File: src/hw/ilcr_pkg.sv
/*
 Shared constants for the input link command responder: opcodes, limits,
 support-mask layout, repeat timing and the responder state type.
 Assumes a 125 MHz core clock.
*/
package ilcr_pkg;
   // Command opcodes as they appear in the eight-bit frame field.
   localparam logic [7:0] OP_DATA_POLL            = 8'h10;
   localparam logic [7:0] OP_DATA_REPOLL          = 8'h20;
   localparam logic [7:0] OP_NAME_REPORT          = 8'h30;
   localparam logic [7:0] OP_AUTOREPEAT_DISABLE   = 8'h3d;
   localparam logic [7:0] OP_AUTOREPEAT_ENABLE_SLOW = 8'h3e;
   localparam logic [7:0] OP_AUTOREPEAT_ENABLE_FAST = 8'h3f;
   // Opcode split: upper nibble is the group, lower nibble the count.
   localparam int         GRP_LSB   = 4;
   localparam int         CNT_W     = 4;
   localparam int         KIND_W    = 2;
   // Most data frames one poll or report may carry.
   localparam logic [3:0] MAX_DATA  = 4'hf;
   localparam logic [2:0] ADDR_ALL  = 3'h0;
   // Cursor keys repeat with this fixed keycode.
   localparam logic [7:0] CURSOR_REPEAT_CODE = 8'h02;
   // Support mask: one bit per report kind, then auto-repeat.
   localparam int         SUP_W      = 5;
   localparam int         SUP_REPEAT = 4;
   // Repeat timing in nanoseconds and derived cycle counts.
   localparam int CLK_PERIOD_NS   = 8;
   localparam int REPEAT_DELAY_NS = 200_000_000;
   localparam int SLOW_PERIOD_NS  = 33_333_333;
   localparam int FAST_PERIOD_NS  = 16_666_666;
   localparam int DELAY_CYC_DEF =
      (REPEAT_DELAY_NS + CLK_PERIOD_NS - 1) / CLK_PERIOD_NS;
   localparam int SLOW_CYC_DEF  = SLOW_PERIOD_NS / CLK_PERIOD_NS;
   localparam int FAST_CYC_DEF  = FAST_PERIOD_NS / CLK_PERIOD_NS;
   localparam int REP_CW        = 25;
   // Responder sequencing.
   typedef enum logic [1:0] {ST_IDLE, ST_DATA, ST_RPT, ST_CMD} ilcr_state_t;
endpackage

File: src/hw/ilcr_if.sv
/*
 Internal carriers: record memory port and auto-repeat control.
 Assumes all users share one clock.
*/
`timescale 1ns/10ps
`default_nettype none
interface ilcr_mem_if #(parameter int AW = 5, parameter int DW = 8);
   logic          we;   // Write strobe.
   logic [AW-1:0] wa;   // Write address.
   logic [DW-1:0] wd;   // Write data.
   logic [AW-1:0] ra;   // Read address.
   logic [DW-1:0] rd;   // Registered read data.
   modport host (output we, wa, wd, ra, input rd);
   modport mem  (input we, wa, wd, ra, output rd);
endinterface

interface ilcr_rep_if;
   logic       enable;  // Auto-repeat switched on.
   logic       fast;    // Cursor keys at the fast rate.
   logic       ev;      // One-cycle repeat report.
   logic [7:0] code;    // Keycode of that report.
   modport ctl (output enable, fast, input ev, code);
   modport eng (input enable, fast, output ev, code);
endinterface
`default_nettype wire

File: src/hw/ilcr_rec_mem.sv
/*
 Two-bank record store with registered read data.
 Assumes one writer and one reader on the same clock.
*/
`timescale 1ns/10ps
`default_nettype none
module ilcr_rec_mem
#(
   parameter int AW = 5,
   parameter int DW = 8
)
(
   input  wire logic clk_i,
   input  wire logic ce_i,
   ilcr_mem_if.mem   port
);
   // Storage array; no reset, contents only matter once written.
   logic [DW-1:0] mem_r [0:(1<<AW)-1];

   // Write and read on the same edge; read data lands a cycle later.
   always_ff @(posedge clk_i)
   begin
      if (ce_i)
      begin
         if (port.we)
            mem_r[port.wa] <= port.wd;
         port.rd <= mem_r[port.ra];
      end
   end
endmodule
`default_nettype wire

File: src/hw/ilcr_repeat.sv
/*
 Keyswitch auto-repeat engine: first report after the start delay, then
 one per period while the key stays down.
 Assumes key inputs are synchronous and steady per held key.
*/
`timescale 1ns/10ps
`default_nettype none
module ilcr_repeat
   import ilcr_pkg::*;
#(
   parameter int DELAY_CYC = DELAY_CYC_DEF,
   parameter int SLOW_CYC  = SLOW_CYC_DEF,
   parameter int FAST_CYC  = FAST_CYC_DEF
)
(
   input  wire logic       clk_i,
   input  wire logic       rst_n_i,
   input  wire logic       ce_i,
   input  wire logic       key_down_i,
   input  wire logic [7:0] key_code_i,
   input  wire logic       key_cursor_i,
   input  wire logic       key_modifier_i,
   ilcr_rep_if.eng         rep
);
   logic [REP_CW-1:0] cnt_r;    // Cycles since the last report.
   logic              armed_r;  // Start delay has passed.
   logic [7:0]        hold_r;   // Key being timed.

   // Modifier keys never repeat; a new key restarts the delay.
   wire logic stop = !rep.enable || !key_down_i || key_modifier_i ||
                     (key_code_i != hold_r);
   wire logic [REP_CW-1:0] limit =
      !armed_r ? REP_CW'(DELAY_CYC) :
      (key_cursor_i && rep.fast) ? REP_CW'(FAST_CYC) : REP_CW'(SLOW_CYC);
   wire logic due = (cnt_r == limit - REP_CW'(1));

   // Count towards the next report and pulse when it falls due.
   always_ff @(posedge clk_i or negedge rst_n_i)
   begin
      if (!rst_n_i)
      begin
         cnt_r    <= '0;
         armed_r  <= 1'b0;
         hold_r   <= 8'h00;
         rep.ev   <= 1'b0;
         rep.code <= 8'h00;
      end
      else if (ce_i)
      begin
         rep.ev <= !stop && due;
         if (stop)
         begin
            cnt_r   <= '0;
            armed_r <= 1'b0;
            hold_r  <= key_code_i;
         end
         else if (due)
         begin
            cnt_r    <= '0;
            armed_r  <= 1'b1;
            rep.code <= key_cursor_i ? CURSOR_REPEAT_CODE : key_code_i;
         end
         else
            cnt_r <= cnt_r + REP_CW'(1);
      end
   end
endmodule
`default_nettype wire

File: src/hw/ilcr_top.sv
/*
 Input link command responder: answers poll, repoll, report and
 auto-repeat commands addressed to this device and passes all other
 commands that arrive while idle on unchanged.
 Assumes the link controller below delivers decoded frames one per cycle
 and accepts one returned frame per cycle.
*/
// Notes on behaviour
// - Poll answer: record, then opcode plus count.
// - Total poll data never exceeds fifteen bytes.
// - Only whole records are sent per poll.
// - Repoll resends the last poll record exactly.
// - Empty last poll means empty repoll.
// - Repoll opcode incremented like poll.
// - Name report returns ASCII text, then command.
// - Status report: one to fifteen bytes, command.
// - Extended describe: record then unchanged command.
// - Security report: header and identifier, command.
// - Disable stops repeats; command returned unchanged.
// - Auto-repeat starts disabled after reset.
// - Enable opcodes pick slow or fast cursor.
// - Report support advertised in describe data.
// - Unsupported command: drop data, forward unchanged.
// - Repeat after 200 ms, then 1/30 s.
`timescale 1ns/10ps
`default_nettype none
module ilcr_top
   import ilcr_pkg::*;
#(
   parameter int               DELAY_CYC = DELAY_CYC_DEF,
   parameter int               SLOW_CYC  = SLOW_CYC_DEF,
   parameter int               FAST_CYC  = FAST_CYC_DEF,
   parameter logic [SUP_W-1:0] SUPPORT   = 5'h1f
)
(
   input  wire logic       CLK_I,
   input  wire logic       RESET_N_I,
   input  wire logic       CE_I,
   input  wire logic [2:0] MY_ADDR_I,
   input  wire logic       FI_VALID_I,
   input  wire logic       FI_CMD_I,
   input  wire logic [2:0] FI_ADDR_I,
   input  wire logic [7:0] FI_BYTE_I,
   output var  logic       FO_VALID_O,
   output var  logic       FO_CMD_O,
   output var  logic [2:0] FO_ADDR_O,
   output var  logic [7:0] FO_BYTE_O,
   input  wire logic       REC_WR_I,
   input  wire logic [3:0] REC_IDX_I,
   input  wire logic [7:0] REC_BYTE_I,
   input  wire logic       REC_COMMIT_I,
   input  wire logic [3:0] REC_LEN_I,
   output var  logic       REC_FREE_O,
   output var  logic       REC_TAKEN_O,
   output var  logic       RPT_REQ_O,
   output var  logic [1:0] RPT_KIND_O,
   input  wire logic       RPT_VALID_I,
   input  wire logic       RPT_LAST_I,
   input  wire logic [7:0] RPT_BYTE_I,
   input  wire logic       KEY_DOWN_I,
   input  wire logic [7:0] KEY_CODE_I,
   input  wire logic       KEY_CURSOR_I,
   input  wire logic       KEY_MODIFIER_I,
   output var  logic       REP_VALID_O,
   output var  logic [7:0] REP_CODE_O,
   output var  logic       AR_ENABLED_O
);
   ////////////////////////////////////////////////////////////////////////
   // Declarations.
   logic [1:0]  rst_pipe_r;    // Reset release synchroniser.
   wire  logic  rst_n = rst_pipe_r[1];
   ilcr_state_t state_r;       // Responder sequence.
   logic [7:0]  in_op_r;       // Command being answered.
   logic [2:0]  in_addr_r;     // Address field of that command.
   logic        count_up_r;    // Opcode grows with data sent.
   logic [3:0]  len_r;         // Frames to read from the store.
   logic [3:0]  idx_r;         // Frames issued or accepted so far.
   logic [3:0]  sent_r;        // Data frames already returned.
   logic        rd_pend_r;     // Store read data is valid now.
   logic        last_bank_r;   // Bank holding the last poll record.
   logic [3:0]  last_len_r;    // Length sent on the last poll.
   logic [3:0]  pend_len_r;    // Length of the waiting record.
   logic        ar_fast_r;     // Fast cursor rate selected.

   ilcr_mem_if #(.AW(5), .DW(8)) mem_if ();
   ilcr_rep_if                   rep_if ();

   // Group test used for both poll and repoll.
   function automatic logic in_group(input logic [7:0] op,
                                     input logic [7:0] base);
      in_group = (op[7:GRP_LSB] == base[7:GRP_LSB]);
   endfunction

   ////////////////////////////////////////////////////////////////////////
   // Command decode.
   // Only command frames start a response; stray data frames are dropped.
   wire logic is_cmd = CE_I && FI_VALID_I && FI_CMD_I &&
                       (state_r == ST_IDLE);
   wire logic hit    = (FI_ADDR_I == ADDR_ALL) || (FI_ADDR_I == MY_ADDR_I);
   wire logic take   = is_cmd && hit;
   wire logic is_poll   = take && in_group(FI_BYTE_I, OP_DATA_POLL);
   wire logic is_repoll = take && in_group(FI_BYTE_I, OP_DATA_REPOLL);
   wire logic [1:0] kind = FI_BYTE_I[KIND_W-1:0];
   // Report opcodes share all bits above the kind field.
   wire logic is_rpt = take && SUPPORT[kind] &&
      (FI_BYTE_I[7:KIND_W] == OP_NAME_REPORT[7:KIND_W]);
   wire logic is_ar  = take && SUPPORT[SUP_REPEAT] &&
      (FI_BYTE_I >= OP_AUTOREPEAT_DISABLE) &&
      (FI_BYTE_I <= OP_AUTOREPEAT_ENABLE_FAST);
   // Room left under the fifteen-byte ceiling of this poll.
   wire logic [3:0] room = MAX_DATA - FI_BYTE_I[CNT_W-1:0];
   // A record goes out only whole, and only if it fits.
   wire logic poll_ok = !REC_FREE_O && (pend_len_r != 4'h0) &&
                        (pend_len_r <= room);
   wire logic rep_ok  = (last_len_r <= room);
   wire logic [3:0] send_len = is_poll   ? (poll_ok ? pend_len_r : 4'h0) :
                               is_repoll ? (rep_ok ? last_len_r : 4'h0) :
                               4'h0;
   // Returned opcode: count nibble raised by the data frames sent.
   wire logic [3:0] cnt_out = in_op_r[CNT_W-1:0] + sent_r;
   wire logic [7:0] cmd_out = count_up_r ?
      {in_op_r[7:GRP_LSB], cnt_out} : in_op_r;
   wire logic rpt_beat = CE_I && (state_r == ST_RPT) && RPT_VALID_I;
   wire logic rpt_end  = RPT_LAST_I || (idx_r == MAX_DATA - 4'h1);
   wire logic data_end = (idx_r == len_r - 4'h1);

   ////////////////////////////////////////////////////////////////////////
   // Reset release; the first stage feeds only the second.
   always_ff @(posedge CLK_I or negedge RESET_N_I)
   begin
      if (!RESET_N_I)
         rst_pipe_r <= 2'h0;
      else
         rst_pipe_r <= {rst_pipe_r[0], 1'b1};
   end

   ////////////////////////////////////////////////////////////////////////
   // Sequencer. A command is taken only while idle, so commands that
   // arrive during an answer are ignored; the host waits for the return.
   always_ff @(posedge CLK_I or negedge rst_n)
   begin
      if (!rst_n)
         state_r <= ST_IDLE;
      else if (is_cmd)
         state_r <= is_rpt ? ST_RPT :
                    (send_len != 4'h0) ? ST_DATA : ST_CMD;
      else if (CE_I)
         unique case (state_r)
            ST_IDLE: state_r <= ST_IDLE;
            ST_DATA: state_r <= data_end ? ST_CMD : ST_DATA;
            ST_RPT:  state_r <= (rpt_beat && rpt_end) ? ST_CMD : ST_RPT;
            ST_CMD:  state_r <= rd_pend_r ? ST_CMD : ST_IDLE;
         endcase
   end

   // Latch the command and what is to be sent for it.
   always_ff @(posedge CLK_I or negedge rst_n)
   begin
      if (!rst_n)
      begin
         in_op_r    <= 8'h00;
         in_addr_r  <= 3'h0;
         count_up_r <= 1'b0;
         len_r      <= 4'h0;
      end
      else if (is_cmd)
      begin
         in_op_r    <= FI_BYTE_I;
         in_addr_r  <= FI_ADDR_I;
         count_up_r <= is_poll || is_repoll;
         len_r      <= send_len;
      end
   end

   // Frame counters: issued reads or accepted report bytes, and frames out.
   always_ff @(posedge CLK_I or negedge rst_n)
   begin
      if (!rst_n)
      begin
         idx_r     <= 4'h0;
         sent_r    <= 4'h0;
         rd_pend_r <= 1'b0;
      end
      else if (is_cmd)
      begin
         idx_r     <= 4'h0;
         sent_r    <= 4'h0;
         rd_pend_r <= 1'b0;
      end
      else if (CE_I)
      begin
         rd_pend_r <= (state_r == ST_DATA);
         if ((state_r == ST_DATA) || rpt_beat)
            idx_r <= idx_r + 4'h1;
         if (rd_pend_r || rpt_beat)
            sent_r <= sent_r + 4'h1;
      end
   end

   ////////////////////////////////////////////////////////////////////////
   // Record banks. Software fills the free bank and commits it; a poll
   // that sends it makes it the last-poll bank kept for repolls.
   assign mem_if.we = CE_I && REC_WR_I && REC_FREE_O;
   assign mem_if.wa = {!last_bank_r, REC_IDX_I};
   assign mem_if.wd = REC_BYTE_I;
   assign mem_if.ra = {last_bank_r, idx_r};

   always_ff @(posedge CLK_I or negedge rst_n)
   begin
      if (!rst_n)
      begin
         last_bank_r <= 1'b0;
         last_len_r  <= 4'h0;
         pend_len_r  <= 4'h0;
         REC_FREE_O  <= 1'b1;
         REC_TAKEN_O <= 1'b0;
      end
      else if (CE_I)
      begin
         REC_TAKEN_O <= is_poll && poll_ok;
         if (is_poll)
         begin
            // An empty poll also empties the repoll answer.
            last_len_r <= send_len;
            if (poll_ok)
            begin
               last_bank_r <= !last_bank_r;
               REC_FREE_O  <= 1'b1;
            end
         end
         // Commit is honoured only while the bank is free; a poll that
         // sends nothing in the same cycle must not swallow it.
         if (REC_COMMIT_I && REC_FREE_O && (REC_LEN_I != 4'h0))
         begin
            pend_len_r <= REC_LEN_I;
            REC_FREE_O <= 1'b0;
         end
      end
   end

   ilcr_rec_mem #(.AW(5), .DW(8)) u_mem
   (
      .clk_i (CLK_I),
      .ce_i  (CE_I),
      .port  (mem_if.mem)
   );

   ////////////////////////////////////////////////////////////////////////
   // Returned frames: store data or report data, then the command.
   always_ff @(posedge CLK_I or negedge rst_n)
   begin
      if (!rst_n)
      begin
         FO_VALID_O <= 1'b0;
         FO_CMD_O   <= 1'b0;
         FO_ADDR_O  <= 3'h0;
         FO_BYTE_O  <= 8'h00;
      end
      else if (CE_I)
      begin
         FO_ADDR_O <= in_addr_r;
         FO_CMD_O  <= !(rd_pend_r || rpt_beat);
         FO_VALID_O <= rd_pend_r || rpt_beat || (state_r == ST_CMD);
         if (rd_pend_r)
            FO_BYTE_O <= mem_if.rd;
         else if (rpt_beat)
            FO_BYTE_O <= RPT_BYTE_I;
         else
            FO_BYTE_O <= cmd_out;
      end
   end

   // Report request towards the device's own data source.
   always_ff @(posedge CLK_I or negedge rst_n)
   begin
      if (!rst_n)
      begin
         RPT_REQ_O  <= 1'b0;
         RPT_KIND_O <= 2'h0;
      end
      else if (CE_I)
      begin
         RPT_REQ_O <= is_rpt;
         if (is_rpt)
            RPT_KIND_O <= kind;
      end
   end

   ////////////////////////////////////////////////////////////////////////
   // Auto-repeat control; off after reset until enabled.
   always_ff @(posedge CLK_I or negedge rst_n)
   begin
      if (!rst_n)
      begin
         AR_ENABLED_O <= 1'b0;
         ar_fast_r    <= 1'b0;
      end
      else if (is_ar)
      begin
         AR_ENABLED_O <= (FI_BYTE_I != OP_AUTOREPEAT_DISABLE);
         ar_fast_r    <= (FI_BYTE_I == OP_AUTOREPEAT_ENABLE_FAST);
      end
   end

   assign rep_if.enable = AR_ENABLED_O;
   assign rep_if.fast   = ar_fast_r;
   assign REP_VALID_O   = rep_if.ev;
   assign REP_CODE_O    = rep_if.code;

   ilcr_repeat #(.DELAY_CYC(DELAY_CYC), .SLOW_CYC(SLOW_CYC),
                 .FAST_CYC(FAST_CYC)) u_rep
   (
      .clk_i          (CLK_I),
      .rst_n_i        (rst_n),
      .ce_i           (CE_I),
      .key_down_i     (KEY_DOWN_I),
      .key_code_i     (KEY_CODE_I),
      .key_cursor_i   (KEY_CURSOR_I),
      .key_modifier_i (KEY_MODIFIER_I),
      .rep            (rep_if.eng)
   );

   wire logic cmd_ret = FO_VALID_O && FO_CMD_O;
endmodule
`default_nettype wire

File: config.mk
export PLATFORM = sky130hd
export DESIGN_NAME = ilcr_top
export DESIGN_NICKNAME = d
export VERILOG_FILES = /design/src/hw/ilcr_pkg.sv /design/src/hw/ilcr_if.sv /design/src/hw/ilcr_rec_mem.sv /design/src/hw/ilcr_repeat.sv /design/src/hw/ilcr_top.sv
export SDC_FILE = /design/constraint.sdc
export NUM_CORES = 1
export LEC_CHECK = 0
export BUFFER_PORTS_ARGS = -buffer_cell sky130_fd_sc_hd__buf_4
export CORE_MARGIN = 4
export CORE_UTILIZATION = 45
export DETAILED_ROUTE_END_ITERATION = 7
export PLACE_DENSITY = 0.73
export SETUP_SLACK_MARGIN = 0.3
export SLEW_MARGIN = 20
export SYNTH_ARGS = -nofsm -noshare
export SYNTH_HDL_FRONTEND = slang
export SYNTH_SLANG_ARGS = --single-unit
File: constraint.sdc
create_clock -name CLK_I -period 3.19 [get_ports CLK_I]
set_input_delay 0.4785 -clock CLK_I [delete_from_list [all_inputs] [get_ports CLK_I]]
set_output_delay 0.4785 -clock CLK_I [all_outputs]
set_load 0.01 [all_outputs]
== Word-level counts from Yosys, hierarchy flattened ==
Memories as Yosys holds them, arrays and structs flattened. A register that Yosys moved wholly into a read port is not among the register bits.
Index checks and enable logic that the tools add are counted.

* Add/sub/neg operators: 7
* Eq/ne operators: 13
* $lt $le $gt $ge: 5
* Reduce and logical (&&, ||, !) cells: 58
* Bitwise operators: 1
* Mux-type cells: 38

{| class="wikitable"
|+ Operators with widths
! kind !! count
|-
| $mux W25 || 3
|-
| $mux W4 || 11
|-
| $add A25 B1 Y25 const B || 1
|-
| $eq A25 B25 Y1 || 1
|-
| $sub A25 B1 Y25 const B || 1
|-
| $mux W8 || 3
|-
| $logic_and A1 B1 Y1 || 22
|-
| $mux W22 || 1
|-
| $reduce_and A2 Y1 || 7
|-
| $mux W1 || 12
|-
| $mux W2 || 6
|-
| $reduce_bool A2 Y1 || 6
|-
| $reduce_bool A4 Y1 || 3
|-
| $logic_or A1 B1 Y1 || 9
|-
| $reduce_and A3 Y1 || 3
|-
| $add A4 B1 Y4 const B || 2
|-
| $eq A8 B6 Y1 const B || 1
|-
| $ge A8 B6 Y1 const B || 1
|-
| $le A4 B4 Y1 || 2
|-
| $le A8 B6 Y1 const B || 1
|-
| $ne A8 B6 Y1 const B || 1
|-
| $ne A8 B8 Y1 || 1
|-
| $pmux W2 S4 || 1
|-
| $eq A6 B4 Y1 const B || 1
|-
| other kinds (16) || 22
|}

* Register bits after elaboration: 101
* Input bits: 58
* Memory bits (writable): 256
* Memories: 1

{| class="wikitable"
|+ Memory list
! name !! words !! width !! rd ports !! clocked after Yosys merged registers in !! write ports !! RTL line !! text
|-
| u_mem.mem_r || 32 || 8 || 1 || 1 || 1 || ilcr_rec_mem.sv:18 || <nowiki>logic [DW-1:0] mem_r [0:(1<<AW)-1];</nowiki>
|}

== Longest topological paths before layout ==
* Depth in word-level cells: 11
* Depth in mapped cells: 8
* Gate-level depth less buffers: 8

== Cells and area by module ==
A second synthesis with hierarchy kept.

* Cell total of the unflattened synthesis: 966
* Area, all modules: 15567.4 um^2

{| class="wikitable"
|+ By module, submodules not included
! module !! seq. area each (um^2) !! cells an instance !! area each (um^2) !! instances
|-
| ilcr_rec_mem || 7927.6 || 418 || 10138.5 || 1
|-
| ilcr_top || 1452.6 || 318 || 3095.5 || 1
|-
| ilcr_repeat || 1076.0 || 230 || 2333.5 || 1
|}

== Least setup slack after synthesis ==
OpenSTA, ideal clock, no wires.

* Kind: register -> register
* Start point: register idx_r[0]
* End point: register u_mem.port.rd[1] (read register of u_mem.mem_r) (data pin)
* Slack: 0.423 ns
* Path buffers: 3
* Data arrival time: 2.507 ns
* Cell stages (with the launch flop): 7
* Path through: dfrtp_1 > clkbuf_1 > buf_2 > buf_1 > mux4_2 > mux4_2 > mux2_2

{| class="wikitable"
|+ RTL lines
! item !! RTL line !! text
|-
| from (decl) || ilcr_top.sv:77 || <nowiki>logic [3:0] idx_r;</nowiki>
|-
| from (signal assigned) || ilcr_top.sv:194 || <nowiki>idx_r <= idx_r + 4'h1;</nowiki>
|-
| to (decl) || ilcr_if.sv:14 || <nowiki>modport mem (input we, wa, wd, ra, output rd);</nowiki>
|}

== Worst setup path in the final report ==
* Start point: register u_rep.cnt_r[3]
* End point: register u_rep.rep.code[7]

* Word-level cells in the longest chain between the ends: 2

{| class="wikitable"
|+ Ends and longest elaborated chain
! item !! RTL line !! text
|-
| from (decl) || ilcr_repeat.sv:25 || <nowiki>logic [REP_CW-1:0] cnt_r;</nowiki>
|-
| from (signal assigned) || ilcr_repeat.sv:64 || <nowiki>cnt_r <= cnt_r + REP_CW'(1);</nowiki>
|-
| $eq A25 B25 Y1 || ilcr_repeat.sv:35 || <nowiki>wire logic due = (cnt_r == limit - REP_CW'(1));</nowiki>
|-
| $reduce_and A3 Y1 (no source line) || n/a ||
|-
| to (signal assigned) || ilcr_repeat.sv:61 || <nowiki>rep.code <= key_cursor_i ? CURSOR_REPEAT_CODE : key_code_i;</nowiki>
|-
| to (decl) || ilcr_if.sv:23 || <nowiki>modport eng (input enable, fast, output ev, code);</nowiki>
|}

Every way passes these cells.
A chain may end at the register's enable or synchronous reset.

==> results_dict.tcl <==
set metrics [dict create \
    drive_above_1_share 0.2805 \
    grt_setup_unrepaired "false" \
    grt_usage 0.1734 \
    hold_viol 0 \
    cts_resized 0 \
    drv_slew 0 \
    gr-total-overflow 0 \
    grt_pass1_vias 9099 \
    relSlewSlack 0.3363 \
    synth_compound_area_frac 0.03694 \
    cts_buffer_depth 3 \
    final-setup-viol-count 0 \
    post-route-period-util 0.8660 \
    clk_latency_ns 0.53 \
    synth_top_family_by_area "multiplexers" \
    synth.mux.area_fraction 0.1491 \
    htreeDepth 2 \
    synth_simple_gate_area_frac 0.08272 \
    yosysWarnings 0 \
    synthesis.area_um2 15440 \
    total_power_mw 12.90 \
    vias 8837 \
    fmax_mhz 362.0 \
    postRouteWirelength_mm 32.53 \
    outcome "completed" \
    worst_slew_pin_slew_ns 0.9956 \
    synth_fp_nets 1039 \
    num_antenna_cells 0 \
    die_area_um2 37350 \
    tns_ns 0 \
    critPathKind "reg2reg" \
    antenna_found_initial 0 \
    synthArstFlopShare 0.2767 \
    dpl.hpwl_mm 21.34 \
    placeableCoreArea_um2 33700 \
    synth_area_per_cell_um2 16.02 \
    post-cts-setup-buffer-count 0 \
    ir_worst_vdd_mv 0.3669 \
    gp_congestion 0.8014 \
    p_leak_nw 6.575 \
    ys_seq_area_frac 0.6771 \
    synth-edff-count 264 \
    arrival_ns 3.16 \
    seqCellArea_um2 10470 \
    cts_inserted_buffers 38 \
    rows 67 \
    fillers 2629 \
    multi_input_area_um2 4733 \
    vias_per_cell 5.625 \
    startpoint_type "register" \
    hold_path.class "in2reg" \
    cp-end-kind "register" \
    synth_xor_area_frac 0.02325 \
    grt_max_degree 76 \
    path_clk_slew_ns 0.06 \
    worstPathRequired_ns 3.59 \
    cts_tree "done" \
    yosysUniqueCellTypes 60 \
    ys.flop_type "edfxtp_1" \
    drt_first_iter_violations 834 \
    ctsHoldBuffers 1 \
    skew_ns 0.02493 \
    cts-root-buf "clkbuf_16" \
    syn_inst 964 \
    wl_per_cell_um 20.71 \
    power-per-cell-area_nw_per_um2 711.8 \
    die_x_um 193.3 \
    first_pass_iters 5 \
    cts_sinks 365 \
    synthAdderAreaFrac 0.01426 \
    postRouteAntennaNets 0 \
    drc_errors 0 \
    ios 86 \
    cp_max_fo 9 \
    initial_core_util 0.4583 \
    die_h_um 193.3 \
    finalNetCount 1172 \
    drv_cap 0 \
    synth.ff_latch_count 365 \
    grt_pass1_wl_mm 52.17 \
    io_buffers 85 \
    area_growth_pct 17.34 \
    min_period_ns 2.762 \
]
==> cell families after synthesis <==
logic type               count (synthesis)
AND/OR/NAND/NOR                        263
XOR/XNOR                                41
buffers and inverters                   65
other                                    1
multiplexers                           123
AO/OA/AOI/OAI                           89
flip-flops                             365
adder cells (fa/ha/maj)                 17
==> metal layers <==
layer  vias up  GRT usage  share of wire
met5         -          0              0
li1       3975          -              -
met1      4471     0.2518           0.44
met3        55    0.03374          0.070
met2       336     0.2720           0.46
met4         0    0.04773          0.026
==> critical path, stage by stage (launching register included) <==
cell and delay (ns):
dfrtp_1 0.44, or4b_1 0.53, nor3_2 0.12, a21oi_1 0.08
or4_4 0.55, or3_1 0.55, mux2_4 0.37
==> cell usage after synthesis, types with 4 or more instances <==
master,number,area share
a21o_1,6,0.0029
a21oi_1,24,0.0078
a31oi_1,4,0.0016
and3_1,8,0.0032
and4_1,4,0.0023
buf_1,7,0.0017
clkbuf_1,32,0.0078
dfrtp_1,100,0.16
edfxtp_1,264,0.51
ha_1,16,0.013
inv_1,23,0.0056
mux2_2,28,0.020
mux2_4,7,0.0068
mux2i_1,8,0.0052
mux4_2,80,0.12
nand2_1,73,0.018
nand3_1,24,0.0078
nand3b_1,6,0.0029
nand4_1,11,0.0045
nand4b_1,6,0.0034
nor2_1,83,0.020
nor2b_1,10,0.0041
nor3_1,8,0.0026
o211ai_1,4,0.0019
o21ai_0,23,0.0075
or3_1,9,0.0036
xnor2_1,22,0.012
xor2_1,19,0.011
==> power breakdown <==
group          internal (mW)  total (mW)  switching [mW]  leakage (nW)
Clock                   2.52        4.29            1.77         0.585
Combinational           1.51        2.75            1.24          2.30
Sequential              5.45        5.86           0.417          3.69
==> flip-flops by register name, indices dropped and copies added, names as in the netlist, 8 cells and up, named ones only <==
register	flops
FO_BYTE_O	8
in_op_r	8
u_rep.rep.code	8
u_rep.hold_r	8
u_mem.port.rd	8
u_mem.mem_r	256
u_rep.cnt_r	25
==> cell usage in the layout, fill, tap and decap left out, types with 5 or more instances in the layout <==
cell type | netlist | routed
a21o_1 | 6 | 6
a21oi_1 | 24 | 24
and3_1 | 8 | 8
buf_4 | 0 | 130
clkbuf_1 | 32 | 7
clkbuf_16 | 0 | 39
clkinv_1 | 0 | 5
clkinv_2 | 0 | 5
dfrtp_1 | 100 | 97
edfxtp_1 | 264 | 264
ha_1 | 16 | 16
inv_1 | 23 | 23
mux2_2 | 28 | 28
mux2_4 | 7 | 7
mux2i_1 | 8 | 8
mux4_2 | 80 | 80
nand2_1 | 73 | 73
nand3_1 | 24 | 24
nand3b_1 | 6 | 6
nand4_1 | 11 | 11
nand4b_1 | 6 | 6
nor2_1 | 83 | 83
nor2b_1 | 10 | 10
nor3_1 | 8 | 8
o21ai_0 | 23 | 23
or3_1 | 9 | 9
xnor2_1 | 22 | 22
xor2_1 | 19 | 19
==> metrics by stage <==
step / instances / worst slack, ns / utilization / hold WS [ns] / area [µm²]
after floorplan: 964 / 0.4228 / - / 0.1829 / 15440
after global placement: 1504 / 0.4463 / 0.5015 / 0.2613 / 16900
after detailed placement: 1504 / 0.4618 / 0.5015 / 0.2660 / 16900
after CTS: 1571 / 0.4519 / 0.5377 / 0.1485 / 18120
after global routing: 1571 / 0.3478 / 0.5377 / 0.1729 / 18120
final: 1571 / 0.4275 / 0.5377 / 0.1721 / 18120
==> cell type report <==
| class | count | share of cell area |
|---|---|---|
| multi-input cells | 534 | 0.2612 |
| clock inverters | 19 | 0.01070 |
| inverters | 23 | 0.004764 |
| well taps | 448 | 0.03093 |
| clock buffers | 47 | 0.05607 |
| flip-flops and latches | 365 | 0.5775 |
| repair buffers | 135 | 0.05883 |
==> path summary, 6_finish.rpt <==
| kind | slack, ns | start | endpoint | cells after the start |
|---|---|---|---|---|
| worst max-delay path | 0.43 | u_rep.cnt_r[3]$_DFFE_PN0P_ | u_rep.rep.code[7]$_DFFE_PN0P_ | 6 |
| worst min-delay path | 0.17 | REC_LEN_I[2] | pend_len_r[2]$_DFFE_PN0P_ | 3 |
| worst max register to register | 0.43 | u_rep.cnt_r[3]$_DFFE_PN0P_ | u_rep.rep.code[7]$_DFFE_PN0P_ | 6 |
| worst min register to register | 0.36 | rst_pipe_r[0]$_DFF_PN0_ | rst_pipe_r[1]$_DFF_PN0_ | 0 |
| max in group asynchronous | 1.92 | rst_pipe_r[1]$_DFF_PN0_ | idx_r[0]$_DFFE_PN0P_ | 1 |
| min in group asynchronous | 0.27 | RESET_N_I | rst_pipe_r[1]$_DFF_PN0_ | 2 |
No activity file was read; power rests on OpenSTA's default activity.
